--- src/acfg_pkg.sv ---
// package: constants, types and helpers for the converter configuration block
package acfg_pkg;

  // register indices, byte address is four times the index
  localparam logic [7:0] CFG_IDX = 8'h97;
  localparam logic [7:0] ACC_IDX = 8'hba;
  localparam logic [7:0] RLO_IDX = 8'hbd;
  localparam logic [7:0] RHI_IDX = 8'hbe;
  localparam logic [7:0] CTL_IDX = 8'hc0;
  localparam logic [7:0] STS_IDX = 8'hc1;
  localparam logic [7:0] MSK_IDX = 8'hc2;

  // field positions
  localparam int DIV_HI     = 7;
  localparam int DIV_LO     = 3;
  localparam int EIGHT_BIT  = 2;
  localparam int TRACK_BIT  = 1;
  localparam int GAIN_BIT   = 0;
  localparam int TWELVE_BIT = 7;
  localparam int ACCUM_BIT  = 6;
  localparam int FMT_HI     = 5;
  localparam int FMT_LO     = 3;
  localparam int RPT_HI     = 2;
  localparam int RPT_LO     = 0;
  localparam int ENA_BIT    = 0;
  localparam int BURST_BIT  = 1;
  localparam int START_BIT  = 2;
  localparam int DONE_BIT   = 0;

  // reset values
  localparam logic [7:0] CFG_RST = 8'hf8;
  localparam logic [7:0] ACC_RST = 8'h00;
  localparam logic [7:0] CTL_RST = 8'h00;

  // timing in conversion clocks
  localparam logic [1:0] TRACK_CYCLES = 2'h3;

  // resolution codes driven to the converter
  localparam logic [1:0] RES10 = 2'h0;
  localparam logic [1:0] RES8  = 2'h1;
  localparam logic [1:0] RES12 = 2'h2;

  typedef enum logic [3:0] {
    SQ_IDLE  = 4'b0001,
    SQ_TRACK = 4'b0010,
    SQ_CONV  = 4'b0100,
    SQ_WAIT  = 4'b1000
  } acfg_state_t;

  // controls toward the analog converter
  typedef struct packed {
    logic       sar_clk;
    logic       conv_start;
    logic       gain;
    logic [1:0] res_mode;
  } acfg_ctl_t;

  // result from the analog converter
  typedef struct packed {
    logic        done;
    logic [11:0] data;
  } acfg_res_t;

  // repeat code to last burst index; reserved codes act as 64
  function automatic logic [6:0] acfg_rpt_last(input logic [2:0] code);
    case (code)
      3'h0:    acfg_rpt_last = 7'h00;
      3'h1:    acfg_rpt_last = 7'h03;
      3'h2:    acfg_rpt_last = 7'h07;
      3'h3:    acfg_rpt_last = 7'h0f;
      3'h4:    acfg_rpt_last = 7'h1f;
      default: acfg_rpt_last = 7'h3f;
    endcase
  endfunction

endpackage

--- src/acfg_top.sv ---
// converter clock, mode and accumulator configuration block with apb slave
//
// The APB slave port was chosen for this implementation.
`timescale 1ns/100ps
module acfg_top
  import acfg_pkg::*;
(
  // system
  input  wire logic        clk,
  input  wire logic        reset,
  // apb slave
  input  wire logic        psel,
  input  wire logic        penable,
  input  wire logic        pwrite,
  input  wire logic [9:0]  paddr,
  input  wire logic [31:0] pwdata,
  output logic             pready,
  output logic [31:0]      prdata,
  output logic             pslverr,
  // low-power oscillator pin
  input  wire logic        lposc_clk,
  // analog converter
  input  wire acfg_res_t   conv_res,
  output acfg_ctl_t        conv_ctl,
  // interrupt
  output logic             irq
);

  // ==========================================================
  // input synchronisers
  acfg_res_t res_s1, res_s2;
  logic      done_s3, lp_s1, lp_s2, lp_s3;

  // two flops on the converter result and oscillator inputs, third flop for edges; apb inputs are not synchronised
  always_ff @(posedge clk) begin
    if (reset) begin
      res_s1  <= '0;
      res_s2  <= '0;
      done_s3 <= 1'b0;
      lp_s1   <= 1'b0;
      lp_s2   <= 1'b0;
      lp_s3   <= 1'b0;
    end else begin
      res_s1  <= conv_res;
      res_s2  <= res_s1;
      done_s3 <= res_s2.done;
      lp_s1   <= lposc_clk;
      lp_s2   <= lp_s1;
      lp_s3   <= lp_s2;
    end
  end

  // ==========================================================
  // registers and apb decode
  logic [7:0]  cfg_reg, acc_cfg_reg, sts_reg, sts_next, msk_reg;
  logic [1:0]  ctl_reg;
  logic [15:0] accum_reg, fmtd;
  logic [7:0]  idx;
  logic        setup, wr, start_go, hit;
  logic [31:0] rd_next;

  assign idx      = paddr[9:2];
  assign setup    = psel & ~penable;
  assign wr       = psel & penable & pready & pwrite;
  assign start_go = wr && idx == CTL_IDX && pwdata[START_BIT];

  wire       burst   = ctl_reg[BURST_BIT];
  wire       enable  = ctl_reg[ENA_BIT];
  wire [4:0] div     = cfg_reg[DIV_HI:DIV_LO];
  wire       delayed = cfg_reg[TRACK_BIT];
  wire       twelve  = acc_cfg_reg[TWELVE_BIT];
  wire       accsel  = acc_cfg_reg[ACCUM_BIT];
  wire [2:0] fmt     = acc_cfg_reg[FMT_HI:FMT_LO];
  wire [2:0] rpt     = acc_cfg_reg[RPT_HI:RPT_LO];

  // result format
  // left justify shifts by unused result bits; reserved codes act as left justify
  always_comb begin
    fmtd = accum_reg >> fmt[1:0];
    if (fmt[2]) begin
      if (twelve)
        fmtd = accum_reg << 4;
      else if (cfg_reg[EIGHT_BIT])
        fmtd = accum_reg << 8;
      else
        fmtd = accum_reg << 6;
    end
  end

  // read mux, decided in the setup cycle
  always_comb begin
    hit     = 1'b1;
    rd_next = '0;
    case (idx)
      CFG_IDX: rd_next[7:0] = cfg_reg;
      ACC_IDX: rd_next[7:0] = acc_cfg_reg & ~(8'h01 << ACCUM_BIT);
      RLO_IDX: rd_next[7:0] = fmtd[7:0];
      RHI_IDX: rd_next[7:0] = fmtd[15:8];
      CTL_IDX: rd_next[1:0] = ctl_reg;
      STS_IDX: rd_next[7:0] = sts_reg;
      MSK_IDX: rd_next[7:0] = msk_reg;
      default: hit = 1'b0;
    endcase
  end

  // apb answer: pready high in the first access cycle
  always_ff @(posedge clk) begin
    if (reset) begin
      pready  <= 1'b0;
      pslverr <= 1'b0;
      prdata  <= '0;
    end else begin
      pready  <= setup;
      pslverr <= setup & ~hit;
      prdata  <= (setup & ~pwrite) ? rd_next : '0;
    end
  end

  // software-written configuration
  always_ff @(posedge clk) begin
    if (reset) begin
      cfg_reg     <= CFG_RST;
      acc_cfg_reg <= ACC_RST;
      ctl_reg     <= CTL_RST[1:0];
      msk_reg     <= '0;
    end else if (wr) begin
      if (idx == CFG_IDX)
        cfg_reg <= pwdata[7:0];
      if (idx == ACC_IDX)
        acc_cfg_reg <= pwdata[7:0];
      if (idx == CTL_IDX)
        ctl_reg <= pwdata[1:0];
      if (idx == MSK_IDX)
        msk_reg <= pwdata[7:0];
    end
  end

  // ==========================================================
  // conversion clock divider
  logic [4:0] div_cnt;
  logic       src_tick, sar_tick;

  // system clock source, oscillator edges in burst mode
  assign src_tick = burst ? (lp_s2 & ~lp_s3) : 1'b1;
  // one conversion clock per divider plus one source ticks
  assign sar_tick = src_tick && div_cnt >= div;

  always_ff @(posedge clk) begin
    if (reset)
      div_cnt <= '0;
    else if (src_tick)
      div_cnt <= sar_tick ? 5'h00 : div_cnt + 5'h01;
  end

  // ==========================================================
  // conversion sequencer
  acfg_state_t state_reg;
  logic [1:0]  track_cnt;
  logic [6:0]  burst_cnt;
  logic        done_rise, last_conv, done_evt, first_conv;

  assign done_rise  = res_s2.done & ~done_s3;
  assign last_conv  = !burst || burst_cnt >= acfg_rpt_last(rpt);
  assign done_evt   = state_reg == SQ_WAIT && done_rise && last_conv;
  assign first_conv = burst_cnt == 7'h00;

  // delayed track before each conversion, burst length
  always_ff @(posedge clk) begin
    if (reset || !enable) begin
      state_reg <= SQ_IDLE;
      track_cnt <= '0;
      burst_cnt <= '0;
    end else begin
      case (state_reg)
        SQ_IDLE: begin
          track_cnt <= '0;
          burst_cnt <= '0;
          if (start_go)
            state_reg <= delayed ? SQ_TRACK : SQ_CONV;
        end
        SQ_TRACK: begin
          if (sar_tick) begin
            track_cnt <= track_cnt + 2'h1;
            if (track_cnt == TRACK_CYCLES - 2'h1)
              state_reg <= SQ_CONV;
          end
        end
        SQ_CONV: begin
          track_cnt <= '0;
          state_reg <= SQ_WAIT;
        end
        SQ_WAIT: begin
          if (done_rise) begin
            if (last_conv) begin
              state_reg <= SQ_IDLE;
            end else begin
              burst_cnt <= burst_cnt + 7'h01;
              state_reg <= delayed ? SQ_TRACK : SQ_CONV;
            end
          end
        end
        default: state_reg <= SQ_IDLE;
      endcase
    end
  end

  // ==========================================================
  // result accumulator
  wire [15:0] new_res = {4'h0, res_s2.data};

  // converter results win over a software byte write in the same cycle
  always_ff @(posedge clk) begin
    if (reset) begin
      accum_reg <= '0;
    end else if (state_reg == SQ_WAIT && done_rise) begin
      // overwrite or add; a burst starts fresh then adds
      if (burst ? !first_conv : accsel)
        accum_reg <= accum_reg + new_res;
      else
        accum_reg <= new_res;
    end else if (wr && idx == RLO_IDX) begin
      accum_reg[7:0] <= pwdata[7:0];
    end else if (wr && idx == RHI_IDX) begin
      accum_reg[15:8] <= pwdata[7:0];
    end
  end

  // ==========================================================
  // status, mask and interrupt
  // done flag, set wins over a write-one clear
  always_comb begin
    sts_next = sts_reg;
    if (wr && idx == STS_IDX)
      sts_next = sts_reg & ~pwdata[7:0];
    if (done_evt)
      sts_next[DONE_BIT] = 1'b1;
  end

  always_ff @(posedge clk) begin
    if (reset) begin
      sts_reg <= '0;
      irq     <= 1'b0;
    end else begin
      sts_reg <= sts_next;
      irq     <= |(sts_reg & msk_reg);
    end
  end

  // ==========================================================
  // converter controls
  always_ff @(posedge clk) begin
    if (reset) begin
      conv_ctl <= '0;
    end else begin
      conv_ctl.sar_clk    <= div_cnt <= (div >> 1);
      conv_ctl.conv_start <= state_reg == SQ_CONV;
      conv_ctl.gain       <= cfg_reg[GAIN_BIT];
      if (twelve)
        conv_ctl.res_mode <= RES12;
      else if (cfg_reg[EIGHT_BIT])
        conv_ctl.res_mode <= RES8;
      else
        conv_ctl.res_mode <= RES10;
    end
  end
endmodule

--- config.mk ---
export PLATFORM = sky130hd
export DESIGN_NAME = acfg_top
export DESIGN_NICKNAME = d
export VERILOG_FILES = /design/src/acfg_pkg.sv /design/src/acfg_top.sv
export SDC_FILE = /design/constraint.sdc
export NUM_CORES = 1
export LEC_CHECK = 0
export ABC_AREA = 1
export BUFFER_PORTS_ARGS = -buffer_cell sky130_fd_sc_hd__buf_4
export CAP_MARGIN = 20
export CORE_ASPECT_RATIO = 1.2
export CORE_UTILIZATION = 56
export DETAILED_ROUTE_END_ITERATION = 12
export PLACE_DENSITY = 0.89
export SYNTH_ARGS = -nofsm -noshare
export SYNTH_HDL_FRONTEND = slang
export SYNTH_SLANG_ARGS = --single-unit
--- constraint.sdc ---
create_clock -name clk -period 2.95 [get_ports clk]
set_input_delay 0.295 -clock clk [delete_from_list [all_inputs] [get_ports clk]]
set_output_delay 0.295 -clock clk [all_outputs]
set_load 0.005 [all_outputs]
Word-level counts from Yosys, hierarchy flattened
Cells that the tools add are included.

Bits in registers: 138. Bits in latches: 0. Memory bits (writable): 0. Memory bits (read-only): 0. Bits of input ports: 61. Output and inout port bits: 40. Word-level logic and storage cells: 141. Memories: 0.

Add/subtract/negate cells: 4. $mul: 0. Div/mod/pow operators: 0. Order comparisons: 3. Eq/ne operators: 22. Shifts and indexed selects: 1. Multiplexer cells: 31. Bitwise logic cells: 17. Reduce and logical (&&, ||, !) cells: 33.

Operators by type and width (count): 2-to-1 mux 16 bit (5); == test 8 bit (second input constant) (7); case mux 6 bit (6 select lines) (1); case mux 6 bit (5 select lines) (1); 2-to-1 mux 8 bit (3); adder 16 x 12 -> 16 bit (1); AND 8 bit (2); 2-to-1 mux 4 bit (4); case mux 4 bit (4 select lines) (1); >> shifter 16 x 2 -> 16 bit (1); 2-to-1 mux 7 bit (2); case mux 2 bit (7 select lines) (1); case mux 7 bit (2 select lines) (1); inequality test 2 bit (second input constant) (6); AND reduction 2 bit (6); nonzero test 2 bit (5); AND 1 bit (8); logical AND 1 bit (8); NOT 8 bit (1); OR reduction 8 bit (1); adder 7 x 1 -> 7 bit (second input constant) (1); >= comparator 7 bit (1); zero test 7 bit (1); OR reduction 7 bit (1); 24 further kinds (42).

Logic depth before layout (Yosys ltp)
Gate-level depths: netlist (run 1).

Depth in word-level cells: 7. Mapped depth: 15. Gate-level depth less buffers: 15.

Worst setup path after synthesis (run 1)
No wires, ideal clock.

Path type: flip-flop to flip-flop. From: register accum_reg[0]. To: register accum_reg[14]. Setup time: 0.070 ns. Data arrival time: 1.702 ns. Data required time: 2.880 ns. Path slack: 1.179 ns. Stages on the path, launching flop included: 13. Buffers on the path: 0. Period minus slack after synthesis: 1.771 ns. Cells stage by stage: dfxtp_1 ha_1 inv_1 fa_1 inv_1 nand3_1 nand3_1 nand2_1 nand2_1 nand2_1 nand3_1 nand3_1 a21oi_1.

Word-level cells in the longest chain between the ends: 3.

Ends and longest elaborated chain: start: declaration (line acfg_top.sv:57) `logic [15:0] accum_reg, fmtd;`; start signal: assignment (line acfg_top.sv:218) `accum_reg <= accum_reg + new_res;`; start signal: assignment (line acfg_top.sv:220) `accum_reg <= new_res;`; start signal: assignment (line acfg_top.sv:222) `accum_reg[7:0] <= pwdata[7:0];`; adder 16 x 12 -> 16 bit (line acfg_top.sv:218); 2-to-1 mux 16 bit (line acfg_top.sv:217) `if (burst ? !first_conv : accsel)`; 2-to-1 mux 16 bit (line acfg_top.sv:215) `end else if (state_reg == SQ_WAIT && done_rise) begin`.

Every way passes these cells. A chain may end at the register's enable or synchronous reset.

Final worst setup path (run 1)
From: register accum_reg[0]. To: register accum_reg[8].

Same word-level chain as after synthesis.

==> results of run 1 <==
==> cell families after synthesis <==
group | count (synthesis) | share of synthesized area, %
AO/OA/AOI/OAI | 201 | 16.29
XOR/XNOR | 9 | 1.159
adder cells (fa/ha/maj) | 32 | 5.995
buffers and inverters | 199 | 12.67
flip-flops | 114 | 33.54
other | 1 | 0.05511
AND/OR/NAND/NOR | 482 | 30.29
==> cell usage in the layout, fill, tap and decap left out, drive strengths merged <==
| cell | count |
|---|---|
| a221oi | 2 |
| nand2 | 243 |
| clkinvlp | 3 |
| ha | 31 |
| a311oi | 2 |
| dfxtp | 114 |
| a31oi | 3 |
| a211oi | 3 |
| nand3b | 2 |
| a21oi | 73 |
| nor3 | 19 |
| nor2 | 124 |
| nor3b | 2 |
| buf | 52 |
| or2 | 1 |
| o22ai | 2 |
| xor2 | 6 |
| nand4 | 13 |
| a21boi | 1 |
| xnor2 | 3 |
| o211ai | 14 |
| o21ai | 92 |
| and2 | 2 |
| clkbuf | 18 |
| nand3 | 76 |
| inv | 149 |
| fa | 1 |
| o2111ai | 4 |
| o221ai | 4 |
| clkinv | 9 |
| o21a | 1 |
| conb | 24 |
==> synthesized netlist by cell type (3+ instances only) <==
master     instances
nand4_1           12
o221ai_1           4
xnor2_1            3
o2111ai_1          4
a21oi_1           73
clkbuf_1          12
xor2_1             6
inv_2             19
nor2_1           118
o21ai_1           35
nand2_1          238
a31oi_1            3
dfxtp_1          114
ha_1              31
nor2_2             3
nand3_1           75
buf_4             25
o211ai_1          14
buf_1              3
nand2_2            4
o21ai_0           56
inv_1            127
buf_2             11
nor3_1            17
a211oi_1           3
==> layer usage <==
metal	track usage, %	vias to the layer above	share of wire [%]
met5	0	-	0
met4	16.25	0	4.5
met3	6.378	79	8.9
met2	47.79	346	46
met1	36.93	3075	40
li1	-	3429	-
==> path summary, 6_finish.rpt <==
path              slack [ns]    startpoint  cells after the start           end
setup / recovery        0.77  accum_reg[0]                     11  accum_reg[8]
hold / removal          0.08   conv_res[1]                      3     res_s1[1]
setup reg to reg        0.77  accum_reg[0]                     11  accum_reg[8]
hold reg to reg         0.39     res_s1[8]                      2    new_res[8]
==> metrics by stage <==
stage | utilization [%] | hold WS [ns] | setup slack [ns] | instance area, µm² | power [mW]
5_1_grt | 66.07 | 0.08545 | 0.6786 | 7714 | 3.740
2_1_floorplan | - | 0.3883 | 1.179 | 6890 | 1.721
6_report | 66.07 | 0.08091 | 0.7664 | 7714 | 3.627
4_1_cts | 66.07 | 0.07634 | 0.8047 | 7714 | 3.632
3_3_place_gp | 61.39 | 0.3916 | 0.8630 | 7167 | 1.772
3_5_place_dp | 61.39 | 0.3927 | 0.8170 | 7167 | 1.777
==> power breakdown <==
group | switching, mW | internal, mW
logic | 0.107 | 0.0645
registers | 0.0131 | 1.56
clock network | 0.777 | 1.10
==> critical path, stage by stage (launching register included) <==
cell     delay (ns)
dfxtp_1        0.44
ha_1           0.24
inv_1          0.07
fa_1           0.42
inv_1          0.10
nand3_1        0.07
nand3_1        0.14
nand2_1        0.12
nand3_1        0.08
nand2_1        0.05
o21ai_0        0.24
a21oi_1        0.11
==> final cells by class <==
type                            count  area (µm²)
Inverter                          147       551.8
Multi-Input combinational cell    748        3746
Timing Repair Buffer               52       390.4
Fill cell                        1013        3961
Sequential cell                   114        2282
Clock buffer                       18       439.2
Clock inverter                     14       107.6
Tap cell                          157       196.4
==> results_dict.tcl, run 1 <==
set metrics [dict create \
    status "completed" \
    cp.arrival_ns 2.47 \
    drive_gt1_share_pct 10.89 \
    synth-seq-cells 114 \
    cts_root_buf "clkbuf_16" \
    die_y_um 122.8 \
    clk_latency_ns 0.41 \
    cellPowerDensity_nw_per_um2 470.2 \
    peakVddDrop_mv 0.3440 \
    seq_area_frac_synth_pct 33.54 \
    diodes 0 \
    yosys.area.top_type "dfxtp_1" \
    drc 0 \
    vias 6929 \
    clockBufferDepth 2 \
    numCtsBuffers 17 \
    syn2layout_area_growth_pct 13.37 \
    worstSetupEndpointType "flip-flop" \
    wl_um 17570 \
    dr.pass1.iters 8 \
    critPathRequiredTime_ns 3.24 \
    slew_headroom_pct 45.03 \
    max_clock_freq_mhz 458.0 \
    synth_cell_type_count 45 \
    ant_nets 0 \
    final_nets 1173 \
    dr.first_iter.drc_count 635 \
    worstMarginPinSlew_ns 0.8234 \
    syn_area_um2 6804 \
    rsz0062_at_grt "no" \
    leakage_nw 3.530 \
    fin_crit_sh_pct 74.02 \
    hold_class "primary input to flip-flop" \
    synth_edf_count 0 \
    setup_viol 0 \
    ys.flop_type "dfxtp_1" \
    port_buffers 50 \
    period_needed_ns 2.184 \
    cts_resized 0 \
    path_class "flip-flop to flip-flop" \
    synthCells 1038 \
    synthArstFlopShare_pct 0 \
    start_util_pct 58.28 \
    ys_top_cells_by_area "dfxtp_1 (34%), nand2_1 (13%), inv_1 (7.0%)" \
    skew_ns 0.008451 \
    overflow 0 \
    grt_pass1_vias 6412 \
    final_cells 1250 \
    dp_hpwl_um 12660 \
    synth.avg_cell_area_um2 6.555 \
    cts_setup_buffers 0 \
    largest_register_ff_count 16 \
    cts_sinks 114 \
    num_rows 43 \
    worstSetupStartpointType "flip-flop" \
    synth.top_cell.area_share_pct 33.54 \
    cap_violations 0 \
    yosysWarnings 0 \
    place_inst 1218 \
    grt_pass1_wl_um 29230 \
    crit_path_max_fanout 6 \
    tns_ns 0 \
    gp_congestion 0.9517 \
    cts_hold_buf 0 \
    wl_per_cell_um 14.06 \
    die_w_um 102.6 \
    io_pins 101 \
    via_per_inst 5.543 \
    track_usage_pct 29.80 \
    path_clk_slew_ns 0.06 \
    core_um2 11670 \
    slew_viol_final 0 \
    finalHoldViolations 0 \
    ctsHtreeMaxLevel 4 \
    dieArea_um2 12600 \
    antenna_found_initial 0 \
    tritoncts "done" \
    grt_max_degree 54 \
]
Power figures use the tool's default switching activity.
==> run 2, diff against run 1 <==
ABC_AREA = 0   (was 1)
clock period = 2.08 ns   (was 2.95 ns; I/O delays follow)
==> results_dict.tcl, run 2 <==
set metrics [dict create \
    status "complete, but fails checks" \
    violations "negative setup slack" \
    period_needed_ns 2.291 \
    final_cells 1037 \
    dieArea_um2 11960 \
    ant_nets 0 \
    yosys-top-cells-count "dfxtp_1 (114), nor2_1 (80), a21oi_1 (58), mux2i_1 (51), nand2_1 (48)" \
    slew_viol_final 0 \
    dpl_cell_area_um2 7296 \
    syn_area_um2 6455 \
    synth_most_common_cell "dfxtp_1" \
    die_w_um 100.0 \
    cap_violations 0 \
    worstPathCellList "or3_4 -> ha_4 -> nand2b_4 -> a21o_1 -> a21oi_2 -> buf_4 -> o211ai_1 -> mux2i_1 -> and3_1 -> a32o_2" \
    vias 6243 \
    clk_latency_ns 0.42 \
    final_cell_mix "buf_4 (108), dfxtp_1 (105), nor2_1 (79), a21oi_1 (53), mux2i_1 (51)" \
    grt_max_degree 88 \
    worstSetupStartpointType "flip-flop" \
    place_inst 992 \
    path_class "flip-flop to flip-flop" \
    finalHoldViolations 0 \
    track_usage_pct 30.91 \
    cts_root_buf "clkbuf_16" \
    dr.first_iter.drc_count 691 \
    p_int_mw 4.069 \
    syn2layout_area_growth_pct 27.93 \
    synth_fa_ha_area_share_pct 6.319 \
    worstSetupEndpointType "flip-flop" \
    diodes 0 \
    largest_register_ff_count 16 \
    final_common_cell "buf_4" \
    final_nets 966 \
    synth_top_family_by_area "simple AND/OR/NAND/NOR gates" \
    clockBufferDepth 2 \
    grt_pass1_vias 5904 \
    numCtsBuffers 17 \
    crit_path_max_fanout 3 \
    hold_class "primary input to flip-flop" \
    rsz0062_at_grt "yes" \
    yosysWarnings 0 \
    synthArstFlopShare_pct 0 \
    power_mw 5.264 \
    synth.avg_cell_area_um2 8.449 \
    pwr-share-seq_pct 42.5 \
    critPathRequiredTime_ns 2.44 \
    critPathSlowestCell "or3_4" \
    overflow 0 \
    wl_um 18700 \
    die_y_um 119.6 \
    comb_power_share_pct 5.1 \
    ys_top_cells_by_area "dfxtp_1 (35%), mux2i_1 (7.9%), ha_1 (6.0%)" \
    cts_sinks 114 \
    synth-xor-area-share_pct 2.849 \
    post-route-cell-area_um2 8258 \
    start_util_pct 57.94 \
    synthCells 764 \
    synthSimpleGateAreaFrac_pct 21.52 \
    seq_area_um2 2296 \
    path_clk_slew_ns 0.05 \
    synth_cell_type_count 70 \
    p_switching_mw 1.196 \
    synth_mux_area_share_pct 9.130 \
    synth.top_cell.area_share_pct 35.36 \
    io_pins 101 \
    ys.flop_type "dfxtp_1" \
    yosys.area.top_type "dfxtp_1" \
    dp_hpwl_um 11500 \
    seq_area_frac_synth_pct 35.36 \
    cp.buffers_inverters 1 \
    path_delay_family "simple AND/OR/NAND/NOR gates" \
    max_clock_freq_mhz 436.4 \
    tritoncts "done" \
    cp.arrival_ns 2.65 \
    n_fill_cell 755 \
    pre_cts_slack_ns -0.2131 \
    multi_input_area_um2 4094 \
    skew_ns 0.006935 \
    synth_compound_area_share_pct 18.01 \
    cellPowerDensity_nw_per_um2 637.5 \
    synth_edf_count 0 \
    gp_congestion 0.9452 \
    drive_gt1_share_pct 23.44 \
    num_rows 42 \
    drc 0 \
    dr.pass1.iters 5 \
    worstMarginPinSlew_ns 0.6098 \
    wl_per_cell_um 18.04 \
    via_per_inst 6.020 \
    p_clk_share_pct 52.4 \
    port_buffers 50 \
    slowest_delay_ns 0.40 \
    peakVddDrop_mv 0.5535 \
    leakage_nw 3.419 \
    setup_viol 11 \
    ctsHtreeMaxLevel 4 \
    synth-seq-cells 114 \
    fin_crit_sh_pct 110.2 \
    core_um2 11140 \
    setup_ws_ns -0.2113 \
    grt_pass1_wl_um 28640 \
    slew_headroom_pct 59.29 \
    antenna_found_initial 0 \
    p_sw_share_pct 22.71 \
]
run 2: changes by cell type after synthesis, sizes merged, moves of 8 or more:
cell    previous run  this run
a21oi             73        58
a22oi              0         8
and3               0         9
clkbuf            12        22
inv              146        27
mux2i              0        51
nand2            243        49
nand2b             0        19
nand3             76        20
nor2             124        81
nor2b              0        40
o21ai             92        37
run 2: worst paths after layout:
check	from	end	slack [ns]	cells past startpoint
worst max register to register	acc_cfg_reg[0]	state_reg[1]	-0.21	10
worst max-delay path	acc_cfg_reg[0]	state_reg[1]	-0.21	10
worst min register to register	res_s1[8]	new_res[8]	0.43	1
worst min-delay path	conv_res[7]	res_s1[7]	0.003	2
run 2: layout make-up:
cell class                 instances  share of cell area [%]
inverter                          27                   1.227
clock inverter                    11                   1.424
multi-input combinational        587                   49.58
tap                              154                   2.333
clock buffer                      18                   5.197
timing repair buffer             126                   12.44
sequential                       114                   27.80
run 2: kinds of logic after synthesis:
| logic type | count (synthesis) |
|---|---|
| XOR/XNOR | 21 |
| multiplexers | 57 |
| other | 1 |
| AO/OA/AOI/OAI | 181 |
| adder cells (fa/ha/maj) | 32 |
| AND/OR/NAND/NOR | 272 |
| buffers and inverters | 86 |
| flip-flops | 114 |
run 2: stage by stage:
stage                     utilization [%]  setup TNS, ns  hold WS, ns
after floorplan                         -        -0.1379       0.2959
after global placement              65.49        -0.7015       0.4173
after detailed placement            65.49         -1.742       0.4204
after CTS                           72.59        -0.9790   0.00006237
after global routing                74.12         -2.754     0.008472
final                               74.12         -1.572     0.003237
run 2: metal layers:
layer	vias up	share of wire, %	GRT usage [%]
li1	2895	-	-
met1	2887	38	36.28
met2	371	48	50.04
met3	90	8.3	6.465
met4	0	5.9	21.74
met5	-	0	0
run 2: repair_timing:
item,4_1_cts,5_1_grt
hold buffers,10,0
pin swaps,15,22
endpoints found under the setup margin,16,26
hold endpoints to repair,10,0
resized for setup,23,35
setup buffers,4,3
run 2: power by group through the flow:
stage	Sequential, mW	Clock (mW)	Combinational, mW
after floorplan	2.28	0	0.153
after global placement	2.28	0	0.230
after detailed placement	2.28	0	0.236
after CTS	2.24	2.75	0.252
after global routing	2.24	2.86	0.289
final	2.24	2.76	0.269
